`config.mk`:
```
export PLATFORM = sky130hd
export DESIGN_NAME = cxd_exception_dispatch
export DESIGN_NICKNAME = d
export VERILOG_FILES = /design/src/core/cxd_pkg.sv /design/src/core/cxd_exception_dispatch.sv
export SDC_FILE = /design/constraint.sdc
export NUM_CORES = 1
export LEC_CHECK = 0
export CORE_ASPECT_RATIO = 1.25
export CORE_UTILIZATION = 30
export CTS_BUF_LIST = sky130_fd_sc_hd__clkbuf_4 sky130_fd_sc_hd__clkbuf_8 sky130_fd_sc_hd__clkbuf_16
export DETAILED_ROUTE_END_ITERATION = 6
export DONT_BUFFER_PORTS = 1
export HOLD_SLACK_MARGIN = 0.06
export PLACE_DENSITY = 0.47
export SLEW_MARGIN = 25
export SYNTH_ARGS = -nofsm -noshare
export SYNTH_HDL_FRONTEND = slang
export SYNTH_SLANG_ARGS = --single-unit
export TNS_END_PERCENT = 20
```
`constraint.sdc`:
```
create_clock -name ref_clk_i -period 2.3 [get_ports ref_clk_i]
set_input_delay 0.115 -clock ref_clk_i [delete_from_list [all_inputs] [get_ports ref_clk_i]]
set_output_delay 0.115 -clock ref_clk_i [all_outputs]
set_load 0.02 [all_outputs]
```
`src/core/cxd_pkg.sv`:
```
// Purpose: Constants for the core exception dispatch block.
// Assumes: 32-bit APB, byte addresses, one word per register.
// Notes:   Vector offsets are 20-bit physical offsets.
package cxd_pkg;
   localparam int DW = 32;
   localparam int AW = 8;
   localparam int VW = 20;
   // ***************************************************
   // Vector offsets
   // ***************************************************
   localparam logic [VW-1:0] VEC_NONE  = 20'h00000;
   localparam logic [VW-1:0] VEC_RESET = 20'h00100;
   localparam logic [VW-1:0] VEC_MCHK  = 20'h00200;
   localparam logic [VW-1:0] VEC_DSI   = 20'h00300;
   localparam logic [VW-1:0] VEC_FETCH = 20'h00400;
   localparam logic [VW-1:0] VEC_EXT   = 20'h00500;
   localparam logic [VW-1:0] VEC_ALIGN = 20'h00600;
   localparam logic [VW-1:0] VEC_DCNT  = 20'h00900;
   // ***************************************************
   // Register map and fields
   // ***************************************************
   localparam logic [AW-1:0] OFF_CFG    = 8'h00;
   localparam logic [AW-1:0] OFF_STAT   = 8'h04;
   localparam logic [AW-1:0] OFF_DCAUSE = 8'h08;
   localparam logic [AW-1:0] OFF_SAVED  = 8'h0c;
   localparam logic [DW-1:0] CFG_RST    = 32'h0000_0000;
   localparam int CFG_PIN_EN  = 0;
   localparam int CFG_MOUT_EN = 1;
   localparam int CFG_MCHK_EN = 2;
   localparam int CFG_EXT_EN  = 3;
   localparam int CFG_SWAP    = 4;
   localparam int CFG_XACC_EN = 5;
   localparam int CFG_ERR_LSB = 8;
   localparam int STAT_BUSY   = 31;
   localparam int STAT_MOUT   = 30;
   localparam int DC_NOXL     = 0;
   localparam int DC_PROT     = 1;
   localparam int DC_WT_DS    = 2;
   localparam int DC_STORE    = 3;
   localparam int DC_EARDIS   = 4;
   localparam int DC_W        = 5;
   localparam int SR_NOXL     = 1;
   localparam int SR_DS       = 3;
   localparam int SR_PROT     = 4;
   localparam int SR_W        = 5;
   typedef enum logic [0:0] {
      ST_IDLE   = 1'b0,
      ST_HANDLE = 1'b1
   } cxd_state_t;
endpackage

```
`src/core/cxd_exception_dispatch.sv`:
```
// Purpose: Exception recognition, priority and vectoring for the core.
// Assumes: Pipeline shows at most one instruction fault per cycle,
//          and only while busy_o is low; inputs synchronous.
// Notes:   APB answers with one wait state; unmapped reads give error.
module cxd_exception_dispatch
   import cxd_pkg::*;
#(
   parameter int                  NERR    = 8,
   parameter logic [cxd_pkg::VW-1:0] VEC_MGMT = 20'h00f00
) (
   input  wire logic                 ref_clk_i,
   input  wire logic                 rst_i,
   input  wire logic                 clk_en_i,
   input  wire logic                 psel_i,
   input  wire logic                 penable_i,
   input  wire logic                 pwrite_i,
   input  wire logic [cxd_pkg::AW-1:0] paddr_i,
   input  wire logic [cxd_pkg::DW-1:0] pwdata_i,
   output logic      [cxd_pkg::DW-1:0] prdata_o,
   output logic                      pready_o,
   output logic                      pslverr_o,
   input  wire logic                 hard_core_reset_i,
   input  wire logic                 soft_reset_pin_i,
   input  wire logic                 irq_ctrl_sreset_i,
   input  wire logic                 nmi_i,
   input  wire logic [NERR-1:0]      int_err_i,
   input  wire logic                 irq_ctrl_int_i,
   input  wire logic                 sys_mgmt_irq_i,
   input  wire logic                 down_counter_msb_i,
   input  wire logic                 instr_done_i,
   input  wire logic                 exec_empty_i,
   input  wire logic                 handler_done_i,
   input  wire logic                 dacc_valid_i,
   input  wire logic                 dacc_no_xlate_i,
   input  wire logic                 dacc_prot_i,
   input  wire logic                 dacc_ext_ctl_i,
   input  wire logic                 dacc_write_thru_i,
   input  wire logic                 dacc_direct_store_i,
   input  wire logic                 dacc_store_i,
   input  wire logic                 fetch_valid_i,
   input  wire logic                 fetch_no_xlate_i,
   input  wire logic                 fetch_direct_store_i,
   input  wire logic                 fetch_prot_i,
   input  wire logic                 al_valid_i,
   input  wire logic                 al_fp_i,
   input  wire logic                 al_word_op_i,
   input  wire logic                 al_misalign_i,
   input  wire logic                 al_direct_store_i,
   input  wire logic                 al_seg_cross_i,
   input  wire logic                 al_ds_change_i,
   input  wire logic                 al_zero_blk_i,
   input  wire logic                 al_wt_or_ci_i,
   input  wire logic                 al_multi_str_i,
   input  wire logic                 al_ext_ctl_i,
   output logic                      take_o,
   output logic      [cxd_pkg::VW-1:0] vector_o,
   output logic                      sync_o,
   output logic                      precise_o,
   output logic                      busy_o,
   output logic                      machine_check_out_o
);
   import cxd_pkg::*;

   // ***************************************************
   // State
   // ***************************************************
   logic [DW-1:0]   cfg_ff;
   logic [DC_W-1:0] dcause_ff;
   logic [SR_W-1:0] saved_ff;
   cxd_state_t      state_ff;
   logic            dcnt_prev_ff;
   logic            dcnt_pend_ff;
   logic            take_ff;
   logic [VW-1:0]   vector_ff;
   logic            sync_ff;
   logic            precise_ff;
   logic            mout_ff;
   logic [DW-1:0]   prdata_ff;
   logic            pready_ff;
   logic            pslverr_ff;

   logic            rst_req;
   logic            mchk_req;
   logic            dsi_req;
   logic            fetch_req;
   logic            al_req;
   logic            async_ok;
   logic            ext_req;
   logic            dcnt_req;
   logic            mgmt_req;
   logic            nxt_take;
   logic [VW-1:0]   nxt_vector;
   logic            nxt_sync;
   logic            nxt_precise;
   logic            idle;
   logic            apb_wr;
   logic            apb_setup;
   logic            hit;
   logic [DW-1:0]   rd_mux;

   assign idle = (state_ff == ST_IDLE);

   // ***************************************************
   // Request conditions
   // ***************************************************
   // System reset sources
   assign rst_req  = hard_core_reset_i | soft_reset_pin_i | irq_ctrl_sreset_i;
   // All three enables must agree; the pin counts as an always-enabled error
   assign mchk_req = (nmi_i | (|(int_err_i & cfg_ff[CFG_ERR_LSB +: NERR])))
                     & cfg_ff[CFG_PIN_EN] & cfg_ff[CFG_MOUT_EN]
                     & cfg_ff[CFG_MCHK_EN];
   // Data access fault from any recorded cause
   assign dsi_req  = dacc_valid_i & (dacc_no_xlate_i | dacc_prot_i
                     | (dacc_ext_ctl_i & dacc_write_thru_i) | dacc_direct_store_i
                     | (dacc_ext_ctl_i & ~cfg_ff[CFG_XACC_EN]));
   // Fetch fault
   assign fetch_req = fetch_valid_i & (fetch_no_xlate_i | fetch_direct_store_i
                     | fetch_prot_i);
   // Alignment; plain misalignment under swapped order is deliberately absent
   assign al_req   = al_valid_i & (
                        (al_fp_i & (al_misalign_i | al_direct_store_i))
                      | (al_word_op_i & al_misalign_i)
                      | (al_seg_cross_i & al_ds_change_i)
                      | (al_zero_blk_i & al_wt_or_ci_i)
                      | (al_multi_str_i & cfg_ff[CFG_SWAP])
                      | (al_ext_ctl_i & al_misalign_i));
   // Maskable async only at an instruction boundary or with units empty
   assign async_ok = exec_empty_i | instr_done_i;
   assign ext_req  = cfg_ff[CFG_EXT_EN] & irq_ctrl_int_i;
   assign dcnt_req = cfg_ff[CFG_EXT_EN] & dcnt_pend_ff;
   assign mgmt_req = cfg_ff[CFG_EXT_EN] & sys_mgmt_irq_i;

   // ***************************************************
   // Priority select
   // ***************************************************
   // Reset and check preempt even a running handler
   always_comb begin
      nxt_take    = 1'b1;
      nxt_vector  = VEC_NONE;
      nxt_sync    = 1'b0;
      nxt_precise = 1'b1;
      if (rst_req) begin
         nxt_vector  = VEC_RESET;
         nxt_precise = 1'b0;
      end else if (mchk_req) begin
         nxt_vector  = VEC_MCHK;
         nxt_precise = 1'b0;
      end else if (idle && fetch_req) begin
         nxt_vector  = VEC_FETCH;
         nxt_sync    = 1'b1;
      end else if (idle && dsi_req) begin
         nxt_vector  = VEC_DSI;
         nxt_sync    = 1'b1;
      end else if (idle && al_req) begin
         nxt_vector  = VEC_ALIGN;
         nxt_sync    = 1'b1;
      end else if (idle && async_ok && ext_req) begin
         nxt_vector  = VEC_EXT;
      end else if (idle && async_ok && dcnt_req) begin
         nxt_vector  = VEC_DCNT;
      end else if (idle && async_ok && mgmt_req) begin
         nxt_vector  = VEC_MGMT;
      end else begin
         nxt_take    = 1'b0;
      end
   end

   // ***************************************************
   // Dispatch outputs and handler state
   // ***************************************************
   // Registered dispatch; take is high one cycle after each enabled cycle in which a request is selected
   always_ff @(posedge ref_clk_i) begin
      if (rst_i) begin
         take_ff    <= 1'b0;
         vector_ff  <= VEC_NONE;
         sync_ff    <= 1'b0;
         precise_ff <= 1'b1;
      end else if (clk_en_i) begin
         take_ff <= nxt_take;
         if (nxt_take) begin
            vector_ff  <= nxt_vector;
            sync_ff    <= nxt_sync;
            precise_ff <= nxt_precise;
         end
      end
   end

   // Busy from take until handler return; a new take keeps it busy
   always_ff @(posedge ref_clk_i) begin
      if (rst_i) begin
         state_ff <= ST_IDLE;
      end else if (clk_en_i) begin
         unique case (state_ff)
            ST_IDLE:   if (nxt_take) state_ff <= ST_HANDLE;
            ST_HANDLE: if (handler_done_i && !nxt_take) state_ff <= ST_IDLE;
         endcase
      end
   end

   // Check output held through the handler; set wins over clear
   always_ff @(posedge ref_clk_i) begin
      if (rst_i) begin
         mout_ff <= 1'b0;
      end else if (clk_en_i) begin
         if (nxt_take && nxt_vector == VEC_MCHK)
            mout_ff <= 1'b1;
         else if (handler_done_i)
            mout_ff <= 1'b0;
      end
   end

   // Rising top bit stays pending until taken; a new edge wins
   always_ff @(posedge ref_clk_i) begin
      if (rst_i) begin
         dcnt_prev_ff <= 1'b0;
         dcnt_pend_ff <= 1'b0;
      end else if (clk_en_i) begin
         dcnt_prev_ff <= down_counter_msb_i;
         if (down_counter_msb_i && !dcnt_prev_ff)
            dcnt_pend_ff <= 1'b1;
         else if (nxt_take && nxt_vector == VEC_DCNT)
            dcnt_pend_ff <= 1'b0;
      end
   end

   // ***************************************************
   // Cause registers, loaded only with the fault taken
   // ***************************************************
   always_ff @(posedge ref_clk_i) begin
      if (rst_i) begin
         dcause_ff <= '0;
      end else if (clk_en_i && nxt_take && nxt_vector == VEC_DSI) begin
         dcause_ff[DC_NOXL]   <= dacc_no_xlate_i;
         dcause_ff[DC_PROT]   <= dacc_prot_i;
         dcause_ff[DC_WT_DS]  <= (dacc_ext_ctl_i & dacc_write_thru_i)
                                 | dacc_direct_store_i;
         dcause_ff[DC_STORE]  <= dacc_store_i;
         dcause_ff[DC_EARDIS] <= dacc_ext_ctl_i & ~cfg_ff[CFG_XACC_EN];
      end
   end

   always_ff @(posedge ref_clk_i) begin
      if (rst_i) begin
         saved_ff <= '0;
      end else if (clk_en_i && nxt_take && nxt_vector == VEC_FETCH) begin
         saved_ff          <= '0;
         saved_ff[SR_NOXL] <= fetch_no_xlate_i;
         saved_ff[SR_DS]   <= fetch_direct_store_i;
         saved_ff[SR_PROT] <= fetch_prot_i;
      end
   end

   // ***************************************************
   // APB slave, one wait state
   // ***************************************************
   assign apb_setup = psel_i & ~penable_i;
   assign apb_wr    = psel_i & penable_i & pready_ff & pwrite_i;
   assign hit = (paddr_i == OFF_CFG) | (paddr_i == OFF_STAT)
              | (paddr_i == OFF_DCAUSE) | (paddr_i == OFF_SAVED);

   always_comb begin
      rd_mux = '0;
      unique case (paddr_i)
         OFF_CFG:    rd_mux = cfg_ff;
         OFF_STAT:   begin
            rd_mux[VW-1:0]    = vector_ff;
            rd_mux[STAT_MOUT] = mout_ff;
            rd_mux[STAT_BUSY] = ~idle;
         end
         OFF_DCAUSE: rd_mux[DC_W-1:0] = dcause_ff;
         OFF_SAVED:  rd_mux[SR_W-1:0] = saved_ff;
         default:    rd_mux = '0;
      endcase
   end

   // Ready rises in the second access cycle, data sampled then
   always_ff @(posedge ref_clk_i) begin
      if (rst_i) begin
         pready_ff  <= 1'b0;
         pslverr_ff <= 1'b0;
         prdata_ff  <= '0;
      end else if (clk_en_i) begin
         pready_ff  <= psel_i & penable_i & ~pready_ff;
         pslverr_ff <= psel_i & penable_i & ~pready_ff & ~hit;
         if (psel_i && penable_i && !pready_ff && !pwrite_i)
            prdata_ff <= rd_mux;
         else if (apb_setup)
            prdata_ff <= '0;
      end
   end

   // Only the config word is writable
   always_ff @(posedge ref_clk_i) begin
      if (rst_i) begin
         cfg_ff <= CFG_RST;
      end else if (clk_en_i && apb_wr && paddr_i == OFF_CFG) begin
         cfg_ff <= pwdata_i;
      end
   end

   assign prdata_o            = prdata_ff;
   assign pready_o            = pready_ff;
   assign pslverr_o           = pslverr_ff;
   assign take_o              = take_ff;
   assign vector_o            = vector_ff;
   assign sync_o              = sync_ff;
   assign precise_o           = precise_ff;
   assign busy_o              = (state_ff == ST_HANDLE);
   assign machine_check_out_o = mout_ff;
endmodule

```
==> results.yml <==
synth:
  synth-edff-count: 0
  number_of_warnings_reported_in_the_yosys_synthesis_log: 0
  netlist_instances: 442
  synthArstFlopShare: 0
  ys_types: 50
  yosys_most_used_dff: "dfxtp_1"
  synth_area_per_cell_um2: 8.25
  synth.ff_latch_count: 85
  dominant_cell_type_by_area_after_synthesis: "dfxtp_1"
  post-synth-top-count-cell: "nand2_1"
  synth-seq-area-share: 0.466
  yosys-top-cells-area: "dfxtp_1 (47%), nand2_1 (9.1%), a22oi_1 (7.6%)"
  synth_common_cells: "nand2_1 (88), dfxtp_1 (85), a21oi_1 (51), nor2_1 (51), a22oi_1 (37)"
  yosys.area.top_type_share: 0.466
  syn_area_um2: 3650
cells_and_area:
  post-route-cell-area_um2: 4560
  antenna_cells_inserted: 0
  final_net_count: 572
  final_layout_size_suffix_gt1_frac: 0.108
  final_core_utilization: 0.389
  area.growth.synth_to_final_pct: 25.0
cts:
  resized_after_cts: 0
  cts_max_path_buffers: 2
  clkLatencyLatePin_ns: 0.34
  cts.sinks: 85
  clock_transition_at_the_registers_of_the_reported_paths_ns: 0.06
  cts-root-buf: "clkbuf_16"
  cts_tree: "yes"
  cts-htree-levels: 3
  numCtsBuffers: 9
worst_setup_path:
  reg2regPathDepth: 6
  timing.rr.start: "pready_o$_SDFFE_PP0P_"
  regToRegEndpoint: "cfg_ff[4]$_SDFFE_PP0P_"
  worst_setup_path_start_kind: "register"
  arrival_ns: 2.35
  critical_path.endpoint_type: "register"
  critical_path_class: "register to register"
  critical_path_required_ns: 2.52
  ff2ff_setup_slack_ns: 0.17
  critical_path_peak_fanout: 23
die:
  overall_die_area_um2: 12600
  core_region_area_um2: 11700
  core.rowCount: 44
  chipWidth_um: 101
  die_h_um: 125
  floorplan.initialDensity: 0.311
  io-pin-count: 145
global_route:
  number_of_global_route_vias_before_repair: 3139
  grt-ovfl-total: 0
  groute.usage.overall: 0.177
  maximum_number_of_pins_on_one_net_before_global_route_repair: 79
  global_route_wire_length_before_repair_mm: 16.8
  antenna_found_initial: 0
timing:
  finalCritPeriodShare: 0.925
  timing.final.crit_period_ns: 2.13
  worst_margin_pin_slew_ns: 0.541
  fmaxAchievable_mhz: 470
  relSlewSlack: 0.635
  finalSetupViolCount: 0
  hold_violations: 0
  holdWs_ns: 0.0728
  final_max_slew_viol_count: 0
  totalNegativeSetupSlack_ns: 0
  grt_setup_unrepaired: "no"
  timing.clock.skew_ns: 0.00634
drt:
  vias_per_cell: 4.92
  via_count: 3202
  detail_route.wirelength_mm: 10.7
  drtPass1Iterations: 5
  drt-initial-drc-count: 155
  drt.antenna.violating_nets: 0
  drcViolationCount: 0
  routed_wire_length_per_instance_um: 16.5
worst_hold_path:
  hp-start: "dacc_direct_store_i"
  holdPathEnd: "dcause_ff[2]$_SDFFE_PP0P_"
  hp-class: "primary input to register"
  whs_path_depth: 3
pwr:
  power_per_cell_area_nw_per_um2: 678
  peakVddDrop_uv: 299
  power.leakage_nw: 1.61
place:
  place.detailed.hpwl_mm: 7.45
  area_of_placed_instances_um2: 3800
  globalplace.congestion: 0.823
  portBuffers: 0
job:
  number_of_violations_of_the_max_capacitance_limit: 0
status:
  status: "finished, final reports clean"
-- cells by family after synthesis --
kind of cell / count (synthesis) / share of synthesized area
flops: 85 / 0.466
compound gates: 110 / 0.199
mux: 15 / 0.0442
other cells: 1 / 0.00103
buf+inv: 51 / 0.0727
simple gates: 180 / 0.217
-- report_power, final --
| group | internal (mW) | total (mW) | switching, mW |
|---|---|---|---|
| Sequential | 1.48 | 1.50 | 0.0189 |
| Clock | 0.733 | 1.36 | 0.626 |
| Combinational | 0.104 | 0.231 | 0.127 |
-- placed cells by master, fill, tap and decap left out, types with 9 or more instances in the layout --
cell           instances
mux2i_1                9
a21oi_1               51
buf_4                 14
dlygate4sd3_1         46
nand2_1               88
conb_1                16
clkbuf_16              9
nor2_1                50
dfxtp_1               85
a22oi_1               37
-- area by class of cell --
cell class | count | area [µm²]
Inverter | 7 | 26.3
Tap cell | 161 | 201
Sequential cell | 85 | 1700
Fill cell | 1227 | 7170
Timing Repair Buffer | 62 | 613
Multi-Input combinational cell | 321 | 1750
Clock inverter | 6 | 47.5
Clock buffer | 9 | 225
-- registers in the layout, indices dropped and copies added (netlist names) --
name / flops
cfg_ff: 32
prdata_o: 32
dcause_ff: 5
vector_o: 4
saved_ff: 3
busy_o: 1
dcnt_pend_ff: 1
dcnt_prev_ff: 1
machine_check_out_o: 1
pready_o: 1
precise_o: 1
pslverr_o: 1
sync_o: 1
take_o: 1
-- worst max path at each step --
| stage | from | endpoint | slack (ns) | cells after the start |
|---|---|---|---|---|
| after floorplan | busy_o$_SDFFE_PP0P_ | dcause_ff[2]$_SDFFE_PP0P_ | 0.29 | 7 |
| after global placement | cfg_ff[11]$_SDFFE_PP0P_ | saved_ff[1]$_SDFFE_PP0P_ | 0.20 | 7 |
| final | pready_o$_SDFFE_PP0P_ | cfg_ff[4]$_SDFFE_PP0P_ | 0.17 | 6 |
| after global routing | cfg_ff[5]$_SDFFE_PP0P_ | precise_o$_SDFFE_PP1P_ | 0.04 | 7 |
| after CTS | cfg_ff[11]$_SDFFE_PP0P_ | vector_o[10]$_SDFFE_PP0P_ | 0.17 | 7 |
| after detailed placement | cfg_ff[11]$_SDFFE_PP0P_ | saved_ff[1]$_SDFFE_PP0P_ | 0.21 | 7 |
-- metal layers --
metal / wire, µm / GRT usage / part of all wire / vias up
met2: 5250 / 0.295 / 0.49 / 114
met1: 4550 / 0.216 / 0.42 / 1491
met3: 717 / 0.0430 / 0.067 / 13
met5: 0 / 0 / 0 / -
met4: 219 / 0.0776 / 0.020 / 0
li1: - / - / - / 1584
-- through the flow --
step,std cells,total power [mW],setup slack (ns)
finish,651,3.09,0.174
global placement,589,1.67,0.196
detailed placement,589,1.67,0.213
global route,651,3.23,0.0361
floorplan,457,1.68,0.291
CTS,651,3.13,0.174
-- worst max-delay path, stage by stage (launching register included) --
cell and delay (ns):
dfxtp_1 0.50, nand2_1 0.16, or3_1 0.36, buf_4 0.24
nand2_1 0.10, a21oi_1 0.07, dlygate4sd3_1 0.57
-- repair_timing --
action | in CTS | in global routing
hold buffers | 47 | 0
buffers inserted | 0 | 0
hold endpoints to repair | 84 | 0
No activity file was read; power rests on OpenSTA's default activity.
